File: config.mk
export PLATFORM = sky130hd
export DESIGN_NAME = sqwd_dev_flat
export DESIGN_NICKNAME = d
export VERILOG_FILES = /design/src/core/sqwd_pkg.sv /design/src/core/sqwd_link_if.sv /design/src/core/sqwd_dev.sv /design/src/core/sqwd_edge_det.sv /design/src/flat_wrapper.sv
export VERILOG_INCLUDE_DIRS = /design/src /design/src/core
export SDC_FILE = /design/constraint.sdc
export NUM_CORES = 1
export LEC_CHECK = 0
export ABC_AREA = 1
export BUFFER_PORTS_ARGS = -buffer_cell sky130_fd_sc_hd__buf_4
export CAP_MARGIN = 20
export CORE_MARGIN = 8
export CORE_UTILIZATION = 25
export CTS_CLUSTER_SIZE = 28
export DETAILED_ROUTE_END_ITERATION = 12
export PLACE_DENSITY = 0.5
export SYNTH_ARGS = -nofsm -noshare
export SYNTH_HDL_FRONTEND = slang
export SYNTH_SLANG_ARGS = --single-unit
File: constraint.sdc
create_clock -name clk -period 2.2 [get_ports clk]
set_clock_uncertainty 0.05 [all_clocks]
set_input_delay 0.44 -clock clk [delete_from_list [all_inputs] [get_ports clk]]
set_output_delay 0.44 -clock clk [all_outputs]
set_load 0.05 [all_outputs]
File: src/core/sqwd_cfg.svh
`ifndef SQWD_CFG_SVH
`define SQWD_CFG_SVH

// clock and timing
`define SQWD_CLK_HZ 25000000
`define SQWD_RETRIG_US 4000
`define SQWD_RETRIG_CYC ((`SQWD_CLK_HZ / 1000000) * `SQWD_RETRIG_US)
`define SQWD_PULSE_CYC 4
`define SQWD_CLEAR_US 100000
`define SQWD_CLEAR_CYC ((`SQWD_CLK_HZ / 1000000) * `SQWD_CLEAR_US)

// counter values
`define SQWD_CNT_W 16
`define SQWD_COUNTER_CLEAR 16'h0000
`define SQWD_COUNTER_LIMIT 16'h00FA

`endif

File: src/core/sqwd_pkg.sv
package sqwd_pkg;

    typedef enum logic [1:0] {
        SQWD_IDLE = 2'b00,
        SQWD_INCR = 2'b01,
        SQWD_EVAL = 2'b11
    } sqwd_seq_state_t;

    typedef enum logic [1:0] {
        SQWD_H_WAIT = 2'b00,
        SQWD_H_LOW = 2'b01,
        SQWD_H_HIGH = 2'b11
    } sqwd_host_state_t;

endpackage

File: src/core/sqwd_link_if.sv
`timescale 1ns/10ps
`include "sqwd_cfg.svh"

interface sqwd_link_if;
    logic trigger_out_port;
    logic counter_clear;
    logic sequencer_end_irq;
    logic [`SQWD_CNT_W-1:0] counter;

    modport host (
        output trigger_out_port,
        output counter_clear,
        input sequencer_end_irq,
        input counter
    );
    modport dev (
        input trigger_out_port,
        input counter_clear,
        output sequencer_end_irq,
        output counter
    );
endinterface

File: src/core/sqwd_dev.sv
`timescale 1ns/10ps
`include "sqwd_cfg.svh"

////////////////////////////////////////////////////////////////////////////
// What this block does
// - sequencer counts with no CPU involvement
// - falling edge on trigger raises request
// - CPU makes trigger by low pulse
// - CPU drives trigger levels as output
// - trigger request starts one sequencer run
// - each run increments then checks overflow
// - overflow raises end interrupt to CPU
// - counting continues after clears stop
// - CPU clears counter before overflow
// - CPU stops clearing on switch press
// - CPU lights LED on end interrupt
// - clear writes zero, limit 0x00FA
module sqwd_dev #(
    parameter logic [`SQWD_CNT_W-1:0] LIMIT = `SQWD_COUNTER_LIMIT
) (
    input wire logic clk, // clock
    input wire logic srst, // sync reset
    sqwd_link_if.dev link, // link to cpu end
    output logic busy // sequencer run active
);
    sqwd_pkg::sqwd_seq_state_t st_q;
    sqwd_pkg::sqwd_seq_state_t st_d;
    logic [`SQWD_CNT_W-1:0] cnt_q;
    logic [`SQWD_CNT_W-1:0] cnt_d;
    logic irq_q;
    logic irq_d;
    logic busy_q;
    logic busy_d;
    logic clr_q;
    logic clr_d;
    logic start;
    logic inc_en;
    logic eval_en;
    logic at_limit;

    ////////////////////////////////////////////////////////////////////////
    // trigger line, sampled as a pin and reduced to a one-cycle pulse
    sqwd_edge_det i_sqwd_edge_det (
        .clk(clk),
        .srst(srst),
        .pin(link.trigger_out_port),
        .fall(start)
    );

    ////////////////////////////////////////////////////////////////////////
    // run sequencer: one increment step, then one evaluate step
    // edges that land mid-run are dropped, never queued
    // start pulse -> increment -> evaluate -> idle, two cycles a run
    always_comb begin
        st_d = st_q;
        inc_en = 1'b0;
        eval_en = 1'b0;
        case (st_q)
            sqwd_pkg::SQWD_IDLE: begin
                inc_en = 1'b0;
                eval_en = 1'b0;
                if (start) begin
                    st_d = sqwd_pkg::SQWD_INCR;
                end else begin
                    st_d = sqwd_pkg::SQWD_IDLE;
                end
            end
            sqwd_pkg::SQWD_INCR: begin
                inc_en = 1'b1;
                eval_en = 1'b0;
                st_d = sqwd_pkg::SQWD_EVAL;
            end
            sqwd_pkg::SQWD_EVAL: begin
                inc_en = 1'b0;
                eval_en = 1'b1;
                st_d = sqwd_pkg::SQWD_IDLE;
            end
            default: begin
                inc_en = 1'b0;
                eval_en = 1'b0;
                st_d = sqwd_pkg::SQWD_IDLE;
            end
        endcase
    end

    always_ff @(posedge clk) begin
        if (srst) begin
            st_q <= sqwd_pkg::SQWD_IDLE;
        end else begin
            st_q <= st_d;
        end
    end

    ////////////////////////////////////////////////////////////////////////
    // clear strobe from the cpu end, held one cycle so it meets the
    // counter step on a clean edge
    always_comb begin
        clr_d = link.counter_clear;
    end

    always_ff @(posedge clk) begin
        if (srst) begin
            clr_q <= 1'b0;
        end else begin
            clr_q <= clr_d;
        end
    end

    ////////////////////////////////////////////////////////////////////////
    // watchdog counter: only the clear strobe touches it from outside
    // clear beats a step in the same cycle, so a clear is never lost
    // no saturation: it wraps at full width, far beyond the limit
    always_comb begin
        cnt_d = cnt_q;
        if (clr_q) begin
            cnt_d = `SQWD_COUNTER_CLEAR;
        end else if (inc_en) begin
            cnt_d = cnt_q + `SQWD_CNT_W'(1);
        end else begin
            cnt_d = cnt_q;
        end
    end

    always_ff @(posedge clk) begin
        if (srst) begin
            cnt_q <= `SQWD_COUNTER_CLEAR;
        end else begin
            cnt_q <= cnt_d;
        end
    end

    ////////////////////////////////////////////////////////////////////////
    // overflow compare, at or above, so a step past the limit still flags
    // the request repeats on every run until the counter is cleared
    always_comb begin
        at_limit = (cnt_q >= LIMIT);
        irq_d = 1'b0;
        if (eval_en) begin
            irq_d = at_limit;
        end
    end

    always_ff @(posedge clk) begin
        if (srst) begin
            irq_q <= 1'b0;
        end else begin
            irq_q <= irq_d;
        end
    end

    ////////////////////////////////////////////////////////////////////////
    // run-active flag, high through the increment and evaluate steps
    always_comb begin
        busy_d = (st_d != sqwd_pkg::SQWD_IDLE);
    end

    always_ff @(posedge clk) begin
        if (srst) begin
            busy_q <= 1'b0;
        end else begin
            busy_q <= busy_d;
        end
    end

    ////////////////////////////////////////////////////////////////////////
    // every output straight from a register
    assign link.sequencer_end_irq = irq_q;
    assign link.counter = cnt_q;
    assign busy = busy_q;
endmodule // sqwd_dev

File: src/core/sqwd_edge_det.sv
`timescale 1ns/10ps

module sqwd_edge_det (
    input wire logic clk, // clock
    input wire logic srst, // sync reset
    input wire logic pin, // async pin
    output logic fall // one-cycle falling edge
);
    logic [2:0] sync_q;
    logic [2:0] sync_d;
    logic fall_q;
    logic fall_d;

    always_comb begin
        sync_d = {sync_q[1:0], pin};
        fall_d = sync_q[2] & ~sync_q[1];
    end

    always_ff @(posedge clk) begin
        if (srst) begin
            sync_q <= 3'h7;
            fall_q <= 1'b0;
        end else begin
            sync_q <= sync_d;
            fall_q <= fall_d;
        end
    end

    assign fall = fall_q;
endmodule // sqwd_edge_det

File: src/flat_wrapper.sv
// flat-port wrapper written by rule: the top's interface ports become plain ports
module sqwd_dev_flat 
#(
    parameter logic [`SQWD_CNT_W-1:0] LIMIT = `SQWD_COUNTER_LIMIT
)
  (clk, srst, busy, link_trigger_out_port, link_counter_clear, link_sequencer_end_irq, link_counter);
  sqwd_link_if link_i ();
  input wire logic clk;
  input wire logic srst;
  output logic busy;
  input wire logic [$bits(link_i.trigger_out_port)-1:0] link_trigger_out_port;
  input wire logic [$bits(link_i.counter_clear)-1:0] link_counter_clear;
  output wire logic [$bits(link_i.sequencer_end_irq)-1:0] link_sequencer_end_irq;
  output wire logic [$bits(link_i.counter)-1:0] link_counter;
  assign link_i.trigger_out_port = link_trigger_out_port;
  assign link_i.counter_clear = link_counter_clear;
  assign link_sequencer_end_irq = link_i.sequencer_end_irq;
  assign link_counter = link_i.counter;
  sqwd_dev #(.LIMIT(LIMIT)) u_core (.clk(clk), .srst(srst), .link(link_i), .busy(busy));
endmodule
After elaboration in Yosys (flattened, before gate mapping)
Cells that the tools add are included.
Storage, ports and cells
  flip-flop bits (word level): 25
  input bits: 4
  output and inout port bits: 18
  word-level logic and storage cells: 22
Operators by class
  $add $sub $neg: 1
  magnitude comparators: 1
  equal/unequal tests: 2
  multiplexer cells: 4
  bitwise operators: 3
  reduce and logical (&&, ||, !) cells: 4
Operators with widths (count)
  $add A16 B1 Y16 const B: 1
  $ge A16 B8 Y1 const B: 1
  $pmux W2 S2: 1
  $reduce_or A2 Y1: 2
  $mux W1: 3
  $eq A2 B1 Y1 const B: 1
  $eq A2 B2 Y1 const B: 1
  $logic_not A2 Y1: 1
  $not A1 Y1: 2
  $reduce_bool A2 Y1: 1
  $and A1 B1 Y1: 1

Depth between registers and ports, before layout
Gate-level depths: netlist of the first run.
  word-level depth: 4
  gate-level depth with buffers: 8
  gate-level depth less buffers: 8

Hierarchy
A second synthesis of the first run with hierarchy kept.
Unflattened totals
  cells, all modules: 157
  area total of the unflattened synthesis: 1124.8 um2
Modules (own cells, without submodules)
  sqwd_dev: times used 1, cells each 147, area each 1014.7 um2, sequential area each 420.4 um2
  sqwd_edge_det: times used 1, cells each 10, area each 110.1 um2, sequential area each 80.1 um2

Worst setup path after synthesis of the first run
OpenSTA, ideal clock, no wires.
  path kind: register -> register
  start point: reg u_core.cnt_q[1] (netlist: u_core.link.counter[1])
  end point: reg u_core.cnt_q[6] (netlist: u_core.link.counter[6])
  library setup time: 117 ps
  arrival: 1504 ps
  required time: 2033 ps
  slack: 529 ps
  cell stages (with the launch flop): 7
  buffers on the path: 0
  clock period less this slack: 1671 ps
  cells stage by stage: dfxtp_1 ha_1 nand3_2 nor2_4 nand2_1 o21ai_1 nor2_1
Between the ends
  longest elaborated chain between the ends: 1
RTL lines
  start, declared: line sqwd_dev.sv:28  | logic [`SQWD_CNT_W-1:0] cnt_q;
  start signal, assigned: line sqwd_dev.sv:126  | cnt_q <= `SQWD_COUNTER_CLEAR;
  start signal, assigned: line sqwd_dev.sv:128  | cnt_q <= cnt_d;
  $add A16 B1 Y16: line sqwd_dev.sv:118  | cnt_d = cnt_q + `SQWD_CNT_W'(1);
No other way between the ends.
A chain may end at the register's enable or synchronous reset.

Worst setup path after layout of the first run
  start point: reg u_core.cnt_q[2] (netlist: u_core.link.counter[2])
  end point: out link_counter[2]
RTL lines
  end, declared: line flat_wrapper.sv:14  | output wire logic [$bits(link_i.counter)-1:0] link_counter;
No word-level cell between the ends.

==> results.ini, run 1 <==
[status]
outcome=finished clean

[clock_network]
clk_path_buf_depth=2
clock_latency_ns=0.27
post_cts_buffers=0
clk_pin_slew_ns=0.09
cts_sinks=25
cts_hold_buf=0
htreeDepth=1
cts-root-buf=clkbuf_8
cts_buffers=3
ctsResizeCount=0
cts_tree=done

[grt]
grt_max_degree=16
grt_pass1_vias=963
overflow=0
met1_usage_pct=10.0
grt_use_total_pct=7.48
antenna_found_initial=0
met3_usage_pct=2.25
grt_pass1_wl_um=4380
busiest_layer=met2
met2_usage_pct=10.6

[place]
dp_cells=229
dp_hpwl_um=1970
port_buffers=21
gp_congestion=0.712

[timing]
fin_crit_sh_pct=67.1
worst_pin_slew_ns=0.581
finalSetupViolCount=0
totalNegativeSetupSlack_ns=0
max_freq_mhz=677
slew_violations=0
relSlewSlack_pct=61.2
rsz0062_at_grt=no
hold_viol_final=0
period_needed_ns=1.48
whs_ns=0.302

[critical_path]
ff2ff_path_depth=6
critPathRequiredTime_ns=1.71
path_cells=buf_4
worst_ep_arrival_time_ns=0.99
crit_slowest_cell=dfxtp_1
worstSetupPathType=reg2out
r2r_start=u_core.link.counter[1]
start_kind=register
rrSetupSlack_ns=0.77
crit_family=flip-flops
cp_max_fo=6
cp-end-kind=output pin
reg2reg_to=u_core.link.counter[8]
worstPathBufferInverterCount=1
cpPeakStageDelay_ns=0.46

[min_path]
holdPathEnd=u_core.i_sqwd_edge_det.sync_q[0]
hp-start=link_trigger_out_port
min_path_cells=2
min_path_type=in2reg

[drt]
drt-vias-per-instance=4.23
wl_um=2500
first_pass_iters=4
vias=986
final_antenna_net_count=0
route.detailed.drc=0
wl_per_cell_um=10.7
drt-initial-drc-count=41

[die]
coreArea_sq_um=4350
die_area_sq_um=6940
pin_count=22
rows=24
die_w_um=83.3
start_util_pct=26.0
die_h_um=83.3

[layout]
area_growth_pct=22.9
multi_input_area_sq_um=539
drive_above_1_share_pct=22.1
num_antenna_cells=0
final_cells=233
fin_nets=188
mostFrequentLayoutCell=nand2_1
fillers=483
mostFrequentLayoutCells=nand2_1 (31), nor2_1 (28), dfxtp_1 (25)
seqCellArea_sq_um=500

[yosys]
synth_cell_types=21
netlist_area_sq_um=1130
ys_top_cells_by_area=dfxtp_1 (44%), nand2_1 (10%), nor2_1 (9.3%)
postSynthAreaPerCell_sq_um=7.17
ys_ff_latch=25
synth_top_area_share_pct=44.2
yosys_warnings=0
syn_inst=158
yosysTopAreaCell=dfxtp_1
syn_nets=164
seq_area_frac_synth_pct=44.2

[job]
cap_violations=0

[power]
powerDensity_nw_per_um2=556
vdd_ir_drop_max_v=0.000210
p_leak_nw=0.597

==> kinds of logic (layout without fill, tap and decap cells) <==
| group | after synthesis | in the layout | synth area share, % |
|---|---|---|---|
| xor gates and xnor gates | 2 | 2 | 1.55 |
| buffers and inverters | 24 | 47 | 8.18 |
| DFF | 25 | 25 | 44.2 |
| AOI/OAI and AO/OA | 17 | 17 | 7.73 |
| and+or+nand+nor | 88 | 88 | 36.1 |
| adders and majority gates | 2 | 2 | 2.21 |
==> per-layer routing <==
metal | share of wire [%] | wire (um) | up-vias
met4 | 2.0 | 49 | 0
met1 | 53 | 1330 | 425
met5 | 0 | 0 | -
met2 | 40 | 1010 | 19
met3 | 4.6 | 114 | 5
li1 | - | - | 537
==> where the power goes <==
part / internal, W / switching, W / leakage [nW]
logic: 0.0000131 / 0.0000237 / 0.369
clock network: 0.000127 / 0.000147 / 0.0255
registers: 0.000458 / 0.00000398 / 0.203
total: 0.000598 / 0.000175 / 0.597
==> worst max-delay path by stage <==
stage / slack [ns] / cells past startpoint / to / from
3_3_place_gp: 0.71 / 4 / u_core.link.counter[3] / srst
2_1_floorplan: 0.53 / 6 / u_core.link.counter[6] / u_core.link.counter[1]
6_report: 0.72 / 1 / link_counter[2] / u_core.link.counter[2]
4_1_cts: 0.72 / 1 / link_counter[2] / u_core.link.counter[2]
5_1_grt: 0.63 / 7 / u_core.link.counter[12] / u_core.link.counter[1]
3_5_place_dp: 0.66 / 4 / u_core.link.counter[0] / srst
==> through the flow <==
| step | total power [W] | utilization [%] | cell area, sq um | worst slack [ns] |
|---|---|---|---|---|
| finish | 0.000773 | 32.0 | 1390 | 0.724 |
| global route | 0.000814 | 32.0 | 1390 | 0.627 |
| CTS | 0.000787 | 32.0 | 1390 | 0.716 |
| detailed placement | 0.000510 | 30.9 | 1350 | 0.658 |
| global placement | 0.000510 | 30.9 | 1350 | 0.714 |
| floorplan | 0.000499 | - | 1130 | 0.529 |
==> synthesized netlist by cell type (all sizes together) <==
cell / count
nor2: 34
nand2: 33
dfxtp: 25
inv: 22
nand3: 10
a21oi: 9
o21ai: 7
nor3: 6
or2: 3
buf: 2
ha: 2
xor2: 2
nand3b: 1
nand4: 1
o31ai: 1
==> state kept, by name, indices dropped and copies added, names as in the netlist <==
register,flops
u_core.clr_q,1
u_core.i_sqwd_edge_det.fall,1
u_core.i_sqwd_edge_det.sync_q,3
u_core.busy,1
u_core.st_q,2
u_core.link.sequencer_end_irq,1
u_core.link.counter,16
==> cell type report <==
cell class	instances	area share [%]
Clock buffer	3	2.97
Inverter	22	5.94
Clock inverter	1	0.360
Multi-Input combinational cell	109	38.8
Timing Repair Buffer	21	11.3
Sequential cell	25	36.0
Tap cell	52	4.68
(Power assumes the default switching activity.)
==> run 2: changes to the inputs <==
ABC_AREA = 0   (was 1)
PLACE_DENSITY = 0.52   (was 0.5)
clock period = 1.21 ns   (was 2.2 ns; I/O delays follow)
==> run 2 against run 1 <==
Compared with the run above:
- critical path depth up 3
- wire length rose by 30%
- synthesized cell count down 25%
- design area is 48% higher
- setup slack worse by 0.96 ns
- critical path type is now reg2reg
- sequential share of layout area shrank 9.1 points
- highest routed layer unchanged
- the flow now finishes with violations (negative setup slack)
==> results.ini, run 2 <==
[layout]
mostFrequentLayoutCells=buf_4 (34), buf_6 (21), nor2_1 (15)
multi_input_area_sq_um=741
mostFrequentLayoutCell=buf_4
fillers=350
fin_area_sq_um=2060
seqCellArea_sq_um=553
area_growth_pct=99.3
num_antenna_cells=0
fin_nets=190
largest_register_ffs=16
drive_above_1_share_pct=66.1

[status]
violations=negative setup slack
outcome=complete, but fails checks

[drt]
drt-initial-drc-count=22
first_pass_iters=4
vias=1109
final_antenna_net_count=0
wl_per_cell_um=14.0
route.detailed.drc=0
wl_um=3260
drt-vias-per-instance=4.76

[place]
placed_area_sq_um=1560
dp_hpwl_um=2230
port_buffers=21
gp_congestion=0.777
pre_cts_ws_ns=-0.186

[die]
start_util_pct=25.8
die_area_sq_um=6450
coreArea_sq_um=4000
die_w_um=80.3
die_h_um=80.3
pin_count=22
rows=23

[min_path]
hp-start=link_trigger_out_port
min_path_type=in2reg
min_path_cells=2
holdPathEnd=u_core.i_sqwd_edge_det.sync_q[0]

[grt]
grt_pass1_wl_um=5310
grt_max_degree=16
grt_pass1_vias=1203
grt_use_total_pct=10.2
antenna_found_initial=0
overflow=0

[timing]
fin_crit_sh_pct=120
max_freq_mhz=690
finalSetupViolCount=15
relSlewSlack_pct=80.0
rsz0062_at_grt=yes
period_needed_ns=1.45
setup_slack_ns=-0.239
slew_violations=0
worst_pin_slew_ns=0.297
hold_viol_final=0

[critical_path]
rrSetupSlack_ns=-0.24
crit_family=simple AND/OR/NAND/NOR gates
critPathRequiredTime_ns=1.37
reg2reg_to=u_core.link.counter[11]
worst_ep_arrival_time_ns=1.61
start_kind=register
crit_top_cell=or3_1
worstPathBufferInverterCount=0
r2r_start=u_core.link.counter[6]
worstSetupPathType=reg2reg
cp_max_fo=4
path_cells=nand2_1 -> or3_1 -> or3_1 -> a21oi_2
cpPeakStageDelay_ns=0.39
crit_slowest_cell=or3_1
cp-end-kind=register
ff2ff_path_depth=4

[clock_network]
clock_latency_ns=0.27
htreeDepth=1
cts_sinks=25
cts-root-buf=clkbuf_8
clk_path_buf_depth=2
clk_pin_slew_ns=0.09
cts_tree=done
cts_buffers=3

[yosys]
netlist_area_sq_um=1030
yosys_warnings=0
async_flop_share_pct=0
yosys.cell_count.top_type=dfxtp_1
ys_ff_latch=25
synth_top_area_share_pct=48.4
synth_edf_count=0
syn_inst=118
ys_top_cells_by_area=dfxtp_1 (48%), nor2_1 (6.5%), xnor2_1 (5.1%)
ys.flop_type=dfxtp_1
seq_area_frac_synth_pct=48.4
syn_nets=124
synth_cell_types=29
yosysTopAreaCell=dfxtp_1
synth.top_cells.by_count=dfxtp_1 (25), nor2_1 (18), nand2_1 (10), nor3_1 (7)
postSynthAreaPerCell_sq_um=8.76

[power]
powerDensity_nw_per_um2=692
vdd_ir_drop_max_v=0.000487
p_leak_nw=0.872

[job]
cap_violations=0

==> run 2: changes by cell type after synthesis, moves of 5 or more <==
cell and delta:
inv_1 -15, nand2_1 -21, nor2_1 -10, nor4_1 +5, o21ai_0 -5, xnor2_1 +6
==> run 2: cell type report <==
type,count,share of cell area [%]
multi-input cells,84,36.0
clock buffers,3,2.00
clock inverters,1,0.365
well taps,50,3.04
repair buffers,64,30.7
inverters,6,1.09
flip-flops and latches,25,26.9
==> run 2: worst register-to-register path: cells and delay by family, from the launching register on <==
kind	cells	cell delay, ns
compound gates	1	0.12
flops	1	0.37
simple gates	3	0.85
==> run 2: power breakdown <==
group          total [W]  internal, W  switching (W)
clock           0.000506     0.000233       0.000272
combinational   0.000103    0.0000494      0.0000541
sequential      0.000816     0.000808     0.00000819
total            0.00143      0.00109       0.000335
==> run 2: worst max path at each step <==
stage | start | cells after the start | to
after floorplan | u_core.link.counter[8] | 4 | u_core.link.counter[11]
after global placement | u_core.st_q[0] | 4 | u_core.link.counter[11]
after detailed placement | u_core.st_q[0] | 4 | u_core.link.counter[11]
after CTS | u_core.st_q[1] | 4 | u_core.link.counter[11]
after global routing | u_core.link.counter[6] | 4 | u_core.link.counter[11]
final | u_core.link.counter[6] | 4 | u_core.link.counter[11]
==> run 2: logic make-up after synthesis <==
group           share of synthesized area [%]
simple gates                             29.3
flops                                    48.4
compound gates                           9.81
buf+inv                                  3.27
xor+xnor                                 6.78
fa+ha+maj                                2.42
==> run 2: what timing repair did <==
| item | 4_1_cts | 5_1_grt |
|---|---|---|
| endpoints found under the setup margin | 28 | 27 |
| gates resized for setup | 63 | 19 |
| endpoints found under the hold margin | 0 | 0 |
| hold buffers | 0 | 0 |
| pin swaps | 15 | 16 |
| setup buffers | 4 | 16 |
==> run 2: per-layer routing <==
metal	wire length, um	global-route usage [%]	vias up
met1	1340	10.8	543
met4	23	3.27	0
li1	-	-	538
met2	1710	17.9	24
met3	183	4.24	4
met5	0	0	-
==> run 2: through the flow <==
stage          std cells  power, W  hold slack [ns]  TNS (ns)  utilization (%)
6_report             233   0.00143           0.0990     -1.25             51.5
5_1_grt              233   0.00151           0.0879     -2.34             51.5
4_1_cts              222   0.00144           0.0898     -1.16             47.7
3_5_place_dp         214  0.000917            0.348     -1.58             39.0
3_3_place_gp         214  0.000915            0.342     -1.31             39.0
2_1_floorplan        118  0.000881            0.296     -1.47                -
==> run 3: changes to the inputs <==
PLACE_DENSITY = default   (was 0.52)
SLEW_MARGIN = 30   (was default)
==> run 3 against run 2 <==
Compared with the run above:
- the flow still finishes with violations (negative setup slack)
- highest routed layer unchanged
- register-to-register slack barely moved
- largest cell class unchanged
- critical path type unchanged
- total power is 0.30% lower
- hold slack improved by 0.0049 ns
- fmax is 0.21% lower
==> results.ini, run 3 (synthesis results as in run 2) <==
[drt]
wl_per_cell_um=14.7
vias=1103
drt-vias-per-instance=4.69
drt-initial-drc-count=26
first_pass_iters=3
route.detailed.drc=0
wl_um=3470
final_antenna_net_count=0

[timing]
fin_crit_sh_pct=120
totalNegativeSetupSlack_ns=-1.73
relSlewSlack_pct=72.2
hold_viol_final=0
setup_slack_ns=-0.242
worst_pin_slew_ns=0.413
max_freq_mhz=689
finalSetupViolCount=15
slew_violations=0
whs_ns=0.104
rsz0062_at_grt=yes
period_needed_ns=1.45

[status]
violations=negative setup slack
outcome=complete, but fails checks

[clock_network]
cts_sinks=25
cts-root-buf=clkbuf_8
clock_latency_ns=0.27
htreeDepth=1
cts_buffers=3
clk_path_buf_depth=2
clk_pin_slew_ns=0.09
cts_tree=done

[power]
seqPwrFrac_pct=57.4
swShare_pct=23.1
vdd_ir_drop_max_v=0.000784
power_frac_clock_pct=34.6
switchingPower_w=0.000328
comb_power_share_pct=8.0
p_int_w=0.00109
powerDensity_nw_per_um2=662
p_total_w=0.00142
p_leak_nw=0.884

[layout]
largest_register_ffs=16
mostFrequentLayoutCell=buf_4
finish.utilization_pct=53.7
num_antenna_cells=0
drive_above_1_share_pct=69.2
area_growth_pct=108
mostFrequentLayoutCells=buf_4 (30), buf_6 (24), nor2_1 (15)
final_cells=235
fin_nets=192

[die]
die_w_um=80.3
coreArea_sq_um=4000
die_area_sq_um=6450
die_h_um=80.3
pin_count=22
rows=23
start_util_pct=25.8

[min_path]
min_path_type=in2reg
min_path_cells=2

[critical_path]
ff2ff_path_depth=4
cp-end-kind=register
worst_ep_arrival_time_ns=1.60
critPathRequiredTime_ns=1.36
worstSetupPathType=reg2reg
cpPeakStageDelay_ns=0.42
start_kind=register
rrSetupSlack_ns=-0.24
crit_slowest_cell=or3_4
cp_max_fo=4
path_cells=nand2b_4 -> or3_4 -> or3_4 -> a21oi_2
crit_top_cell=or3_4

[grt]
grt_use_total_pct=10.3
grt_max_degree=15
antenna_found_initial=0
grt_pass1_vias=1179
overflow=0
grt_pass1_wl_um=5350

[place]
dp_cells=215
dp_hpwl_um=2160
port_buffers=21
gp_congestion=0.774

[job]
cap_violations=0

run 3: repair_timing:
action / in CTS / in global routing
setup endpoints to repair: 29 / 27
gates resized for setup: 59 / 37
pin swaps: 14 / 18
buffers inserted: 9 / 13
hold buffers: 0 / 0
run 3: cell type report:
class	instances	area [sq um]
Clock inverter	1	5.00
Timing Repair Buffer	66	681
Clock buffer	3	41.3
Tap cell	50	62.6
Multi-Input combinational cell	84	779
Inverter	6	25.0
Fill cell	342	1850
Sequential cell	25	553
run 3: per-layer routing:
layer | vias up | share of wire (%) | GRT usage (%)
li1 | 543 | - | -
met1 | 533 | 39 | 10.9
met2 | 18 | 55 | 17.9
met3 | 9 | 4.4 | 3.35
met4 | 0 | 2.3 | 5.09
met5 | - | 0 | 0
run 3: worst paths after layout:
check | start | to
max | u_core.st_q[1] | u_core.link.counter[11]
min | link_trigger_out_port | u_core.i_sqwd_edge_det.sync_q[0]
max reg2reg | u_core.st_q[1] | u_core.link.counter[11]
min reg2reg | u_core.i_sqwd_edge_det.sync_q[2] | u_core.i_sqwd_edge_det.fall
run 3: through the flow:
stage               setup slack, ns  area, sq um
global placement             -0.161         1580
CTS                          -0.234         1920
finish                       -0.242         2150
floorplan                    -0.263         1150
detailed placement           -0.217         1580
global route                 -0.273         2150
run 3: power groups by stage:
stage | Sequential, W | Combinational [W] | Clock, W
after floorplan | 0.000846 | 0.0000356 | 0
after global placement | 0.000834 | 0.0000839 | 0
after detailed placement | 0.000835 | 0.0000859 | 0
after CTS | 0.000816 | 0.000101 | 0.000506
after global routing | 0.000818 | 0.000122 | 0.000536
final | 0.000817 | 0.000113 | 0.000492
run 3: worst max-delay path: cells and delay by family, from the launching register on:
| family | cells | cell delay [ns] |
|---|---|---|
| simple gates | 3 | 0.89 |
| flops | 1 | 0.33 |
| compound gates | 1 | 0.12 |
